### src/syp_pkg.sv
// Behaviour
// - Port works only while port_enable set
// - Master: buffer write starts eight-bit exchange
// - Master, output off: keep receiving bytes
// - clock_idle_polarity sets serial clock idle level
// - Master rates: osc/4, /16, /64, timer/2
// - clock_edge_select: data valid before first edge
// - Bytes shift most significant bit first
// - Shift on one edge, latch on other
// - Slave: external clock, flag on last bit
// - Slave keeps shifting during sleep, then wakes
// - Select mode: low select drives, high releases
// - Port reset forces bit counter to zero
// - Master freezes in sleep, resumes after
// - Device reset disables port, aborts transfer
// - Standard modes map onto polarity/edge bits
// - Master: input_sample_phase picks middle or end sampling
// - Received byte sets full and interrupt flags
// - Busy write ignored, sets write_collision_flag
// - Slave overflow flag, new byte discarded
package syp_pkg;

    ////////////////////////////////////////////////////////////////////////////////
    // Register indices as printed; the byte address is four times the index.
    localparam logic [7:0] IDX_GLOBAL_INT   = 8'h0b;  // Global interrupt control.
    localparam logic [7:0] IDX_PERIPH_FLAGS = 8'h0c;  // Peripheral interrupt flags one.
    localparam logic [7:0] IDX_SHIFT_BUF    = 8'h13;  // Serial shift buffer.
    localparam logic [7:0] IDX_PORT_CTRL    = 8'h14;  // Serial port control.
    localparam logic [7:0] IDX_PORT_A_DIR   = 8'h85;  // Port A direction.
    localparam logic [7:0] IDX_PORT_C_DIR   = 8'h87;  // Port C direction.
    localparam logic [7:0] IDX_PERIPH_ENS   = 8'h8c;  // Peripheral interrupt enables one.
    localparam logic [7:0] IDX_PORT_STAT    = 8'h94;  // Serial port status.

    ////////////////////////////////////////////////////////////////////////////////
    // Field positions.
    localparam int CTL_WRITE_COLLISION_FLAG   = 7;  // Write collision flag.
    localparam int CTL_OV     = 6;  // Receive overflow flag.
    localparam int CTL_EN     = 5;  // Port enable.
    localparam int CTL_CKP    = 4;  // Clock idle polarity.
    localparam int STAT_SMP   = 7;  // Input sample phase.
    localparam int STAT_CKE   = 6;  // Clock edge select.
    localparam int STAT_BF    = 0;  // Buffer full flag.
    localparam int PIR_PORTIF = 3;  // Port interrupt flag / enable position.
    localparam int PORT_C_DIRECTION_SDO  = 4;  // Data out direction bit.
    localparam int PORT_C_DIRECTION_SCK  = 6;  // Clock direction bit.

    ////////////////////////////////////////////////////////////////////////////////
    // Reset values.
    localparam logic [7:0] RST_ZERO = 8'h00;  // Control, status, flags, enables.
    localparam logic [7:0] RST_DIR  = 8'hff;  // Direction registers: all inputs.

    ////////////////////////////////////////////////////////////////////////////////
    // Mode select encodings.
    localparam logic [3:0] MODE_MASTER_DIV4  = 4'h0;
    localparam logic [3:0] MODE_MASTER_DIV16 = 4'h1;
    localparam logic [3:0] MODE_MASTER_DIV64 = 4'h2;
    localparam logic [3:0] MODE_MASTER_TMR   = 4'h3;
    localparam logic [3:0] MODE_SLAVE_SEL    = 4'h4;
    localparam logic [3:0] MODE_SLAVE_NOSEL  = 4'h5;

    ////////////////////////////////////////////////////////////////////////////////
    // Timing: half periods of the serial clock in oscillator cycles.
    localparam logic [5:0] HALF_DIV4  = 6'h02;
    localparam logic [5:0] HALF_DIV16 = 6'h08;
    localparam logic [5:0] HALF_DIV64 = 6'h20;
    localparam logic [4:0] EDGES_PER_BYTE = 5'h10;  // Sixteen clock edges per byte.

    // Transfer engine states, Gray coded.
    typedef enum logic [0:0] {
        ST_IDLE = 1'b0,
        ST_RUN  = 1'b1
    } syp_state_t;

    // Serial pin outputs and enables carried together.
    typedef struct packed {
        logic sck_o;   // Serial clock level when driven.
        logic sck_oe;  // Serial clock drive enable.
        logic sdo_o;   // Serial data out level.
        logic sdo_oe;  // Serial data out drive enable.
    } syp_pins_t;

endpackage : syp_pkg

### src/syp_port.sv
// Implementation choice: the APB slave port.
`timescale 1ns/1ns
module syp_port
    import syp_pkg::*;
(
    // Clock and reset.
    input  wire logic        pclk,
    input  wire logic        presetn,
    // APB slave.
    input  wire logic        psel,
    input  wire logic        penable,
    input  wire logic        pwrite,
    input  wire logic [11:0] paddr,
    input  wire logic [31:0] pwdata,
    output logic      [31:0] prdata,
    output logic             pready,
    output logic             pslverr,
    // Device context.
    input  wire logic        sleep_mode,
    input  wire logic        timer_tick,
    output logic             wake_request,
    // Serial pins.
    input  wire logic        sck_i,
    input  wire logic        serial_data_in,
    input  wire logic        select_n,
    output syp_pins_t        pins
);

    ////////////////////////////////////////////////////////////////////////////////
    // Register state.
    logic [7:0] ctl_reg,    ctl_next;     // Serial port control.
    logic [1:0] cfg_reg,    cfg_next;     // Sample phase and edge select.
    logic       bf_reg,     bf_next;      // Buffer full flag.
    logic [7:0] buf_reg,    buf_next;     // Receive buffer.
    logic [7:0] pir_reg,    pir_next;     // Peripheral flags.
    logic [7:0] pie_reg,    pie_next;     // Peripheral enables.
    logic [7:0] intc_reg,   intc_next;    // Global interrupt control.
    logic [7:0] port_a_direction_reg,  port_a_direction_next;   // Port A direction.
    logic [7:0] port_c_direction_reg,  port_c_direction_next;   // Port C direction.
    logic [31:0] prdata_reg, prdata_next; // Read data.
    logic       pready_reg, pready_next;  // Access completion.
    logic       perr_reg,   perr_next;    // Unmapped access.
    logic       wake_reg,   wake_next;    // Wake request level.

    // Engine state.
    syp_state_t state_reg, state_next;     // Master transfer state.
    logic [4:0] tick_reg,   tick_next;     // Clock edges seen in this byte.
    logic [5:0] div_reg,    div_next;      // Rate divider.
    logic [7:0] tx_reg,     tx_next;       // Transmit half of the shifter.
    logic [7:0] rx_reg,     rx_next;       // Receive half of the shifter.
    logic       sckp_reg,   sckp_next;     // Previous clock pin level.
    syp_pins_t  pins_reg,   pins_next;     // Registered pin drive.

    ////////////////////////////////////////////////////////////////////////////////
    // Decode of the control bits.
    logic       enabled;
    logic       master;
    logic       sel_mode;
    logic       sel_high;
    logic       cke;
    logic       input_sample_phase;
    logic       access;
    logic       wr;
    logic       rd;
    logic [7:0] idx;
    logic       idx_ok;

    assign enabled  = ctl_reg[CTL_EN];
    assign master   = (ctl_reg[3:0] <= MODE_MASTER_TMR);
    assign sel_mode = (ctl_reg[3:0] == MODE_SLAVE_SEL);
    // Only the select-controlled slave looks at the select pin.
    assign sel_high = sel_mode && select_n;
    assign cke      = cfg_reg[0];
    assign input_sample_phase      = cfg_reg[1];
    // The access phase completes on the second cycle, when pready is high.
    assign access   = psel && penable && pready_reg;
    assign wr       = access && pwrite;
    assign rd       = access && !pwrite;
    assign idx      = paddr[9:2];
    assign idx_ok   = (paddr[11:10] == 2'b00) && (paddr[1:0] == 2'b00);

    ////////////////////////////////////////////////////////////////////////////////
    // Tick generation: one pulse per serial clock edge.
    logic       half_hit;   // Master half period elapsed.
    logic [5:0] half_len;   // Selected half period.
    logic       tick;       // Edge event for the engine.
    logic       slave_edge; // External clock edge seen.

    always_comb begin
        case (ctl_reg[3:0])
            MODE_MASTER_DIV4:  half_len = HALF_DIV4;
            MODE_MASTER_DIV16: half_len = HALF_DIV16;
            default:           half_len = HALF_DIV64;
        endcase
    end

    // Timer mode gives one half period per timer pulse, so the bit rate is the timer rate over two.
    assign half_hit   = (ctl_reg[3:0] == MODE_MASTER_TMR) ? timer_tick
                      : (div_reg == half_len - 6'h01);
    // Sleep stops the master clock; counters simply hold their state.
    assign tick       = master ? (state_reg == ST_RUN && !sleep_mode && half_hit)
                               : slave_edge;
    // The slave engine runs in sleep too, since it is paced only by the pin.
    assign slave_edge = enabled && !master && !sel_high && (sck_i != sckp_reg);

    ////////////////////////////////////////////////////////////////////////////////
    // Bit position helpers for the edge count after this tick.
    logic [4:0] t_new;      // Edge count including this tick.
    logic [4:0] out_pos;    // Edge index relative to the first output change.
    logic [4:0] smp_off;    // Edge index of the first sample.
    logic [4:0] smp_pos;    // Edge index relative to the first sample.
    logic [4:0] end_t;      // Edge count that closes the byte.
    logic       out_now;    // This tick changes the data output.
    logic       smp_now;    // This tick samples the data input.
    logic       last_smp;   // This sample completes the byte.

    always_comb begin
        t_new = tick_reg + 5'h01;
        // Edge select 1 puts bit 7 out before the first edge, so changes fall on even counts.
        out_pos = cke ? t_new : t_new - 5'h01;
        // Sampling on the opposite edge; the late phase waits until the end of the bit time.
        smp_off = 5'h01 + {4'h0, !cke} + {4'h0, input_sample_phase && master};
        smp_pos = t_new - smp_off;
        out_now = (out_pos[0] == 1'b0) && (out_pos < EDGES_PER_BYTE) && (out_pos != 5'h00);
        smp_now = (t_new >= smp_off) && (smp_pos[0] == 1'b0) && (smp_pos[4:1] < 4'h8);
        last_smp = smp_now && (smp_pos[4:1] == 4'h7);
        end_t   = (smp_off + 5'h0e > EDGES_PER_BYTE) ? smp_off + 5'h0e : EDGES_PER_BYTE;
    end

    ////////////////////////////////////////////////////////////////////////////////
    // Engine next state: shifting, completion and the buffer hand-over.
    logic busy;        // A transfer is under way.
    logic buf_wr;      // Software writes the shift buffer.
    logic start;       // A master byte starts now.
    logic monitor;     // Master with data out disabled keeps receiving.
    logic done;        // Receive byte complete.
    logic byte_end;    // Edge count reaches the byte end.

    assign busy     = master ? (state_reg == ST_RUN) : (tick_reg != 5'h00);
    // Only an aligned, mapped buffer address may start or load a byte.
    assign buf_wr   = wr && idx_ok && (idx == IDX_SHIFT_BUF);
    assign monitor  = master && port_c_direction_reg[PORT_C_DIRECTION_SDO];
    // A buffer write while idle starts the byte at once; a monitoring master restarts itself.
    assign start    = enabled && master && !busy && (buf_wr || monitor) && !sleep_mode;
    assign done     = tick && last_smp;
    assign byte_end = tick && (t_new == end_t);

    always_comb begin
        state_next = state_reg;
        tick_next  = tick_reg;
        div_next   = div_reg;
        tx_next    = tx_reg;
        rx_next    = rx_reg;
        sckp_next  = sck_i;
        pins_next  = pins_reg;
        // Master divider counts only while running and awake.
        if (state_reg == ST_RUN && !sleep_mode) begin
            div_next = half_hit ? 6'h00 : div_reg + 6'h01;
        end
        if (start) begin
            state_next      = ST_RUN;
            tick_next       = 5'h00;
            div_next        = 6'h00;
            tx_next         = buf_wr ? pwdata[7:0] : tx_reg;
            // Edge select 1 shows bit 7 before the first edge.
            pins_next.sdo_o = buf_wr ? pwdata[7] : tx_reg[7];
        end else if (!master && !busy && buf_wr) begin
            // Slave loads the byte it will answer with.
            tx_next         = pwdata[7:0];
            pins_next.sdo_o = pwdata[7];
        end else if (tick) begin
            tick_next = t_new;
            if (master && t_new <= EDGES_PER_BYTE) begin
                pins_next.sck_o = !pins_reg.sck_o;
            end
            if (out_now) begin
                // Next bit, most significant first.
                pins_next.sdo_o = tx_reg[3'h7 - out_pos[3:1]];
            end else if (!cke && t_new == 5'h01) begin
                pins_next.sdo_o = tx_reg[7];
            end
            if (smp_now) begin
                rx_next = {rx_reg[6:0], serial_data_in};
            end
            if (byte_end) begin
                tick_next  = 5'h00;
                state_next = ST_IDLE;
            end
        end
        // Idle clock level follows the polarity bit between bytes.
        if (master && state_next == ST_IDLE) begin
            pins_next.sck_o = ctl_reg[CTL_CKP];
        end
        // Select high or disable is a port reset: the edge count returns to zero.
        if (!enabled || sel_high) begin
            state_next = ST_IDLE;
            tick_next  = 5'h00;
            div_next   = 6'h00;
        end
        // Pin drives follow enable, mode, direction bits and the select pin.
        pins_next.sck_oe = enabled && master && !port_c_direction_reg[PORT_C_DIRECTION_SCK];
        pins_next.sdo_oe = enabled && !port_c_direction_reg[PORT_C_DIRECTION_SDO] && !sel_high;
        if (!enabled) begin
            pins_next.sck_o = ctl_reg[CTL_CKP];
        end
    end

    always_ff @(posedge pclk or negedge presetn) begin
        // Device reset aborts the byte and leaves the pins released.
        if (!presetn) begin
            state_reg <= ST_IDLE;
            tick_reg  <= 5'h00;
            div_reg   <= 6'h00;
            tx_reg    <= 8'h00;
            rx_reg    <= 8'h00;
            sckp_reg  <= 1'b0;
            pins_reg  <= '0;
        end else begin
            state_reg <= state_next;
            tick_reg  <= tick_next;
            div_reg   <= div_next;
            tx_reg    <= tx_next;
            rx_reg    <= rx_next;
            sckp_reg  <= sckp_next;
            pins_reg  <= pins_next;
        end
    end

    ////////////////////////////////////////////////////////////////////////////////
    // Register file next values, including flag side effects.
    logic [7:0] rd_val;   // Read mux output.
    logic       overrun;  // Slave byte arrives over an unread buffer.
    logic [7:0] rx_full;  // Completed byte including the final bit.

    assign rx_full = {rx_reg[6:0], serial_data_in};
    // Master never overflows: overflow is gated to the slave, so a monitoring master overwrites the buffer.
    assign overrun = done && !master && bf_reg;

    always_comb begin
        case (idx)
            IDX_GLOBAL_INT:   rd_val = intc_reg;
            IDX_PERIPH_FLAGS: rd_val = pir_reg;
            IDX_SHIFT_BUF:    rd_val = buf_reg;
            IDX_PORT_CTRL:    rd_val = ctl_reg;
            IDX_PORT_A_DIR:   rd_val = port_a_direction_reg;
            IDX_PORT_C_DIR:   rd_val = port_c_direction_reg;
            IDX_PERIPH_ENS:   rd_val = pie_reg;
            IDX_PORT_STAT:    rd_val = {cfg_reg[1], cfg_reg[0], 5'h00, bf_reg};
            default:          rd_val = 8'h00;
        endcase
    end

    always_comb begin
        logic mapped;
        mapped      = idx_ok && (idx == IDX_GLOBAL_INT || idx == IDX_PERIPH_FLAGS ||
                      idx == IDX_SHIFT_BUF || idx == IDX_PORT_CTRL || idx == IDX_PORT_A_DIR ||
                      idx == IDX_PORT_C_DIR || idx == IDX_PERIPH_ENS || idx == IDX_PORT_STAT);
        ctl_next    = ctl_reg;
        cfg_next    = cfg_reg;
        bf_next     = bf_reg;
        buf_next    = buf_reg;
        pir_next    = pir_reg;
        pie_next    = pie_reg;
        intc_next   = intc_reg;
        port_a_direction_next  = port_a_direction_reg;
        port_c_direction_next  = port_c_direction_reg;
        // Each access completes after one wait cycle.
        pready_next = psel && penable && !pready_reg;
        prdata_next = prdata_reg;
        perr_next   = 1'b0;
        if (psel && penable && !pready_reg) begin
            prdata_next = {24'h000000, (mapped && !pwrite) ? rd_val : 8'h00};
            perr_next   = !mapped;
        end
        // Software writes come first so that hardware sets below win over clears.
        if (wr && mapped) begin
            case (idx)
                IDX_GLOBAL_INT:   intc_next  = pwdata[7:0];
                IDX_PERIPH_FLAGS: pir_next   = pwdata[7:0];
                IDX_PORT_CTRL:    ctl_next   = pwdata[7:0];  // Flags cleared by writing zero.
                IDX_PORT_A_DIR:   port_a_direction_next = pwdata[7:0];
                IDX_PORT_C_DIR:   port_c_direction_next = pwdata[7:0];
                IDX_PERIPH_ENS:   pie_next   = pwdata[7:0];
                IDX_PORT_STAT:    cfg_next   = pwdata[STAT_SMP:STAT_CKE];
                default:          ctl_next   = ctl_reg;
            endcase
        end
        // Reading the buffer empties it.
        if (rd && idx_ok && idx == IDX_SHIFT_BUF) begin
            bf_next = 1'b0;
        end
        // A write during a byte is dropped and flagged.
        if (buf_wr && idx_ok && enabled && busy) begin
            ctl_next[CTL_WRITE_COLLISION_FLAG] = 1'b1;
        end
        if (overrun) begin
            ctl_next[CTL_OV]     = 1'b1;
            pir_next[PIR_PORTIF] = 1'b1;
        end else if (done) begin
            buf_next             = rx_full;
            bf_next              = 1'b1;
            pir_next[PIR_PORTIF] = 1'b1;
        end
        // Flag and enable together ask the device to wake.
        wake_next = pir_next[PIR_PORTIF] && pie_next[PIR_PORTIF];
    end

    always_ff @(posedge pclk or negedge presetn) begin
        // Reset clears control, which disables the port.
        if (!presetn) begin
            ctl_reg    <= RST_ZERO;
            cfg_reg    <= 2'b00;
            bf_reg     <= 1'b0;
            buf_reg    <= RST_ZERO;
            pir_reg    <= RST_ZERO;
            pie_reg    <= RST_ZERO;
            intc_reg   <= RST_ZERO;
            port_a_direction_reg  <= RST_DIR;
            port_c_direction_reg  <= RST_DIR;
            prdata_reg <= 32'h00000000;
            pready_reg <= 1'b0;
            perr_reg   <= 1'b0;
            wake_reg   <= 1'b0;
        end else begin
            ctl_reg    <= ctl_next;
            cfg_reg    <= cfg_next;
            bf_reg     <= bf_next;
            buf_reg    <= buf_next;
            pir_reg    <= pir_next;
            pie_reg    <= pie_next;
            intc_reg   <= intc_next;
            port_a_direction_reg  <= port_a_direction_next;
            port_c_direction_reg  <= port_c_direction_next;
            prdata_reg <= prdata_next;
            pready_reg <= pready_next;
            perr_reg   <= perr_next;
            wake_reg   <= wake_next;
        end
    end

    ////////////////////////////////////////////////////////////////////////////////
    // Outputs, all from flip-flops.
    assign prdata       = prdata_reg;
    assign pready       = pready_reg;
    assign pslverr      = perr_reg;
    assign wake_request = wake_reg;
    assign pins         = pins_reg;

endmodule : syp_port

### config.mk
export PLATFORM = sky130hd
export DESIGN_NAME = syp_port
export DESIGN_NICKNAME = d
export VERILOG_FILES = /design/src/syp_pkg.sv /design/src/syp_port.sv
export SDC_FILE = /design/constraint.sdc
export NUM_CORES = 1
export LEC_CHECK = 0
export ABC_AREA = 1
export CORE_AREA = 3 3 154 156
export DETAILED_ROUTE_END_ITERATION = 8
export DIE_AREA = 0 0 157 159
export DONT_BUFFER_PORTS = 1
export PLACE_DENSITY = 0.38
export SLEW_MARGIN = 15
export SYNTH_ARGS = -nofsm -noshare
export SYNTH_HDL_FRONTEND = slang
export SYNTH_SLANG_ARGS = --single-unit
### constraint.sdc
create_clock -name pclk -period 6.9 [get_ports pclk]
set_clock_uncertainty 0.15 [all_clocks]
set_input_delay 0 -clock pclk [delete_from_list [all_inputs] [get_ports pclk]]
set_output_delay 0 -clock pclk [all_outputs]
set_load 0.1 [all_outputs]
# After elaboration in Yosys (flattened, before gate mapping)
# Cells that the tools add are included.
dict set report totals {
  out_inout_bits 39
  elab_cells 220
  in_bits 54
  register_bits 102
}
dict set report classes {
  reduce_logical 96
  muxes 53
  eq_ne 22
  order_cmp 7
  bitwise_logic 6
  n_addsub 9
}
# operator count
set ops {}
lappend ops {{8-bit one-hot mux with 8 select lines} 1}
lappend ops {{8-bit 2-to-1 mux} 6}
lappend ops {{1-bit logical AND} 46}
lappend ops {{5-bit 2-to-1 mux} 7}
lappend ops {{8-bit equality test, second input constant} 4}
lappend ops {{1-bit 2-to-1 mux} 29}
lappend ops {{2-bit AND reduction} 13}
lappend ops {{6-bit 2-to-1 mux} 4}
lappend ops {{8-bit by 4-bit equality test with 1-bit output, second input constant} 2}
lappend ops {{8-bit by 5-bit equality test with 1-bit output, second input constant} 2}
lappend ops {{4-bit 2-to-1 mux} 4}
lappend ops {{1-bit logical NOT} 12}
lappend ops {{6-bit one-hot mux with 2 select lines} 1}
lappend ops {{2-bit nonzero test} 5}
lappend ops {{5-bit nonzero test} 2}
lappend ops {{1-bit logical OR} 9}
lappend ops {{3-bit by 2-bit != test with 1-bit output, second input constant} 3}
lappend ops {{3-bit nonzero test} 3}
lappend ops {{4-bit by 3-bit equality test with 1-bit output, second input constant} 2}
lappend ops {{4-bit AND reduction} 2}
lappend ops {{6-bit by 1-bit adder with 6-bit output, second input constant} 1}
lappend ops {{6-bit equality test} 1}
lappend ops {{3-bit by 1-bit != test with 1-bit output, second input constant} 2}
lappend ops {{1-bit inverter} 6}
lappend ops {{25 further kinds} 26}

# Depth between registers and ports, before layout
dict set report depth {
  ltp_word 16
  ltp_mapped 20
  depth_no_buf 20
}

# Worst setup path before layout
# Ideal clock, no wire load.
dict set report synth_path {
  path_kind {flip-flop to flip-flop}
  startpoint {register ctl_reg[3]}
  endpoint {register buf_reg[0]}
  setup_ns 0.118
  slack_ns 3.989
  stages_incl_launch_ff 19
  n_path_buf 0
  arrival_ns 2.643
  required_ns 6.632
  synth_period_minus_slack_ns 2.911
  cell_sequence {dfrtp_1 > nor2_2 > inv_2 > nor2_1 > ha_1 > inv_1 > ha_1 > inv_1 > fa_1 > inv_1 > nand3_2 > xor2_1 > nand3b_1 > nor2_1 > nand2_2 > clkinv_4 > nand2_4 > nand2_1 > nand2_1}
}
dict set report synth_via {
  elab_chain_cells 13
  word_cells_on_any_way 32
  cone_classes {3 x add/sub; 3 x order compare; 5 x eq/ne; 3 x mux; 2 x bitwise; 16 x reduce/logical}
}
# element line_no
set synth_rtl {}
lappend synth_rtl {{from (decl)} syp_port.sv:31} ;# logic [7:0] ctl_reg, ctl_next;
lappend synth_rtl {{from (signal assigned)} syp_port.sv:325} ;# ctl_reg <= ctl_next;
lappend synth_rtl {{branches (longest 12 deep; another with 5-bit by 3-bit subtractor with 5-bit output)} --}
lappend synth_rtl {{2-bit AND reduction (no source line) *} --}
lappend synth_rtl {{to (signal assigned)} syp_port.sv:328} ;# buf_reg <= buf_next;
lappend synth_rtl {{to (decl)} syp_port.sv:34} ;# logic [7:0] buf_reg, buf_next;
# Every way passes the cells marked *.
# A chain may end at the register's enable or synchronous reset.

# Worst setup path in the final report
dict set report layout_path {
  startpoint {input paddr[10]}
  endpoint {register intc_reg[6]}
}
dict set report layout_via {
  elab_chain_cells 5
}
# element line_no
set layout_rtl {}
lappend layout_rtl {{from (decl)} syp_port.sv:13} ;# input wire logic [11:0] paddr,
lappend layout_rtl {{2-bit logical NOT} syp_port.sv:80} ;# assign idx_ok = (paddr[11:10] == 2'b00) && (paddr[1:0] == 2'b00);
lappend layout_rtl {{1-bit logical AND} syp_port.sv:80}
lappend layout_rtl {{1-bit logical AND} syp_port.sv:255} ;# mapped = idx_ok && (idx == IDX_GLOBAL_INT || idx == IDX_PERIPH_FLAGS ||
lappend layout_rtl {{1-bit logical AND} syp_port.sv:276} ;# if (wr && mapped) begin
lappend layout_rtl {{2-bit AND reduction (no source line)} --}
lappend layout_rtl {{to (signal assigned)} syp_port.sv:331} ;# intc_reg <= intc_next;
lappend layout_rtl {{to (decl)} syp_port.sv:37} ;# logic [7:0] intc_reg, intc_next;
# No other way between the ends.

==> metrics.cfg <==
[outcome]
outcome=completed

[hold_path]
min_delay_path_depth=4
whs_endpoint=port_c_direction_reg[6]$_DFFE_PN1P_
hold_class=in2reg
hp-start=paddr[4]

[pwr]
power_w=0.001196
power_density_nw_per_um2=185.8
p_leak_nw=2.996
ir_drop_v=0.00008945

[yosys]
ys_warn_count=0
async_flop_share_pct=100.0
synth_cell_types=49
synth_edf_count=0
synth_top_family_by_area=simple AND/OR/NAND/NOR gates
synthMuxAreaShare_pct=1.604
synth-xor-area-share_pct=1.805
seq_area_frac_synth_pct=45.81
synth_compound_area_share_pct=13.21
synth_area_um2=5615
synthCells=699
ys_ff_latch=102
syn_avg_cell_area_um2=8.033
synth-simple-area-share_pct=24.82
ys.flop_type=dfrtp_1
synth_adder_area_share_pct=3.030

[floorplan]
dieWidth_um=157
ios=93
start_util_pct=24.95
coreArea_um2=22500
num_rows=55
die_area_um2=24960
die_h_um=159

[worst_setup_path]
r2r_cells=8
crit_required_ps=7050
reg2reg_slack_ps=3180
rr_startpoint=pready$_DFF_PN0_
end_kind=flip-flop
cp_max_fo=9
worstReg2RegEnd=intc_reg[6]$_DFFE_PN0P_
start_kind=input port
crit_arrival_ps=4020
critPathKind=in2reg

[cts]
cts_inserted_buffers=9
cts.root.buffer_cell=clkbuf_16
path_clk_slew_ps=80
insertion_delay_ps=360
clk_path_buf_depth=2
cts_resized=0
cts_max_level=3
cts_tree=built
cts.sinks=102

[cells_and_area]
num-fill-cells=2422
final_common_cell=nand2_1
layout.nets=800
syn_to_final_growth_pct=14.64
drive_above_1_share_pct=10.45
stdcell_count=1024
final_cell_mix=nand2_1 (197), dfrtp_1 (86), inv_1 (72)

[sta]
rsz0062_at_grt=no
fmax_ghz=0.2584
fin_setup_tns_ps=0
hold_viol_final=0
timing.slew.headroom_pct=36.56
setup_viol=0
finalCriticalPeriod_ps=3870
tightest_slew_ps=951.5
min_period_over_period_pct=56.08
finalMaxSlewViolations=0

[place]
placed_cells=978
hpwl_um=11930
io_buffers=0
gp_congestion=0.7833

[drt]
wl_per_cell_um=15.71
drt-initial-drc-count=342
drc=0
vias_per_cell=4.605
routed_wl_um=16090
num_vias=4716
final_antenna_net_count=0
first_pass_iters=5

[global_routing]
grt_max_degree=103
grt_pass1_vias=4642
grt.total_usage_pct=13.45
grt_pass1_wl_um=26000
grt-ovfl-total=0
antenna_found_initial=3

[job]
cap_violations=0

where the power goes:
part / switching, W / internal (W) / total, W / leakage [nW]
clock network: 0.000249 / 0.000246 / 0.000495 / 0.126
logic: 0.0000849 / 0.0000124 / 0.0000973 / 1.56
registers: 0.00000542 / 0.000599 / 0.000604 / 1.31
total: 0.000339 / 0.000857 / 0.00120 / 3.00
worst max-delay path by stage:
stage / to / slack [ps] / startpoint
finish: intc_reg[6]$_DFFE_PN0P_ / 3030 / paddr[10]
floorplan: buf_reg[0]$_DFFE_PN0P_ / 3990 / ctl_reg[3]$_DFFE_PN0P_
detailed placement: buf_reg[2]$_DFFE_PN0P_ / 3300 / ctl_reg[2]$_DFFE_PN0P_
CTS: intc_reg[6]$_DFFE_PN0P_ / 3060 / paddr[10]
global route: intc_reg[6]$_DFFE_PN0P_ / 2730 / paddr[10]
global placement: buf_reg[0]$_DFFE_PN0P_ / 3340 / ctl_reg[2]$_DFFE_PN0P_
metal layers:
| layer | track usage [%] | routed length [um] | vias up |
|---|---|---|---|
| met4 | 3.581 | 191 | 2 |
| met3 | 3.588 | 847 | 14 |
| met1 | 19.05 | 7827 | 2283 |
| met2 | 20.28 | 7218 | 114 |
| li1 | - | - | 2303 |
| met5 | 0 | 7 | - |
layout make-up:
type                    count  area, um2  share of cell area, %
repair buffers             30      315.3                  4.898
clock inverters             6      47.55                 0.7386
flip-flops and latches    102       2572                  39.96
well taps                 285      356.6                  5.539
diodes                      2      5.005                0.07775
clock buffers               9      225.2                  3.499
inverters                  86      327.8                  5.092
multi-input cells         504       2587                  40.19
what timing repair did:
item | CTS | global route
setup buffers | 0 | 0
endpoints found under the hold margin | 185 | 0
setup endpoints to repair | 0 | 0
hold buffers | 29 | 0
synth_stat cells (all sizes together) (2+ instances only):
master | instances | area [um2]
xor2 | 8 | 92.59
inv | 84 | 315.3
o21a | 7 | 52.55
nand2 | 207 | 812.0
mux2 | 8 | 90.08
o2111ai | 3 | 26.28
o211ai | 4 | 30.03
o21ai | 81 | 412.9
a21oi | 28 | 147.6
a21boi | 2 | 15.02
dfrtp | 86 | 2152
nor2 | 45 | 178.9
nand4 | 12 | 90.09
ha | 12 | 150.1
nor3 | 13 | 70.07
dfstp | 16 | 420.4
nand3b | 2 | 15.01
nor4 | 4 | 31.28
clkinv | 2 | 12.51
nand3 | 34 | 190.2
buf | 29 | 210.2
cell families (layout without fill, tap and decap cells):
kind of cell | count (synthesis) | after routing
and+or+nand+nor | 318 | 318
AOI/OAI and AO/OA | 132 | 132
buffers and inverters | 116 | 131
DFF | 102 | 102
adders and majority gates | 13 | 13
xor gates and xnor gates | 9 | 9
muxes | 8 | 8
other | 1 | 26
critical path, cell delays in order:
cell           delay (ps)
dlygate4sd3_1         530
nor2_1                 80
dlygate4sd3_1         550
nand2_1                80
dlygate4sd3_1         600
nor2_1                130
nand2_1                90
nor2_1                640
nand2_1                90
dlygate4sd3_1         580
o21ai_0                80
dlygate4sd3_1         570
stage by stage:
step	hold slack (ps)	setup WS, ps	utilization (%)	area, um2
6_report	18.76	3030	28.61	6437
3_5_place_dp	-440.5	3297	26.01	5852
3_3_place_gp	-441.3	3344	26.01	5852
2_1_floorplan	-445.6	3989	-	5702
4_1_cts	9.751	3060	28.58	6432
5_1_grt	30.54	2727	28.61	6437
(Power assumes the default switching activity.)
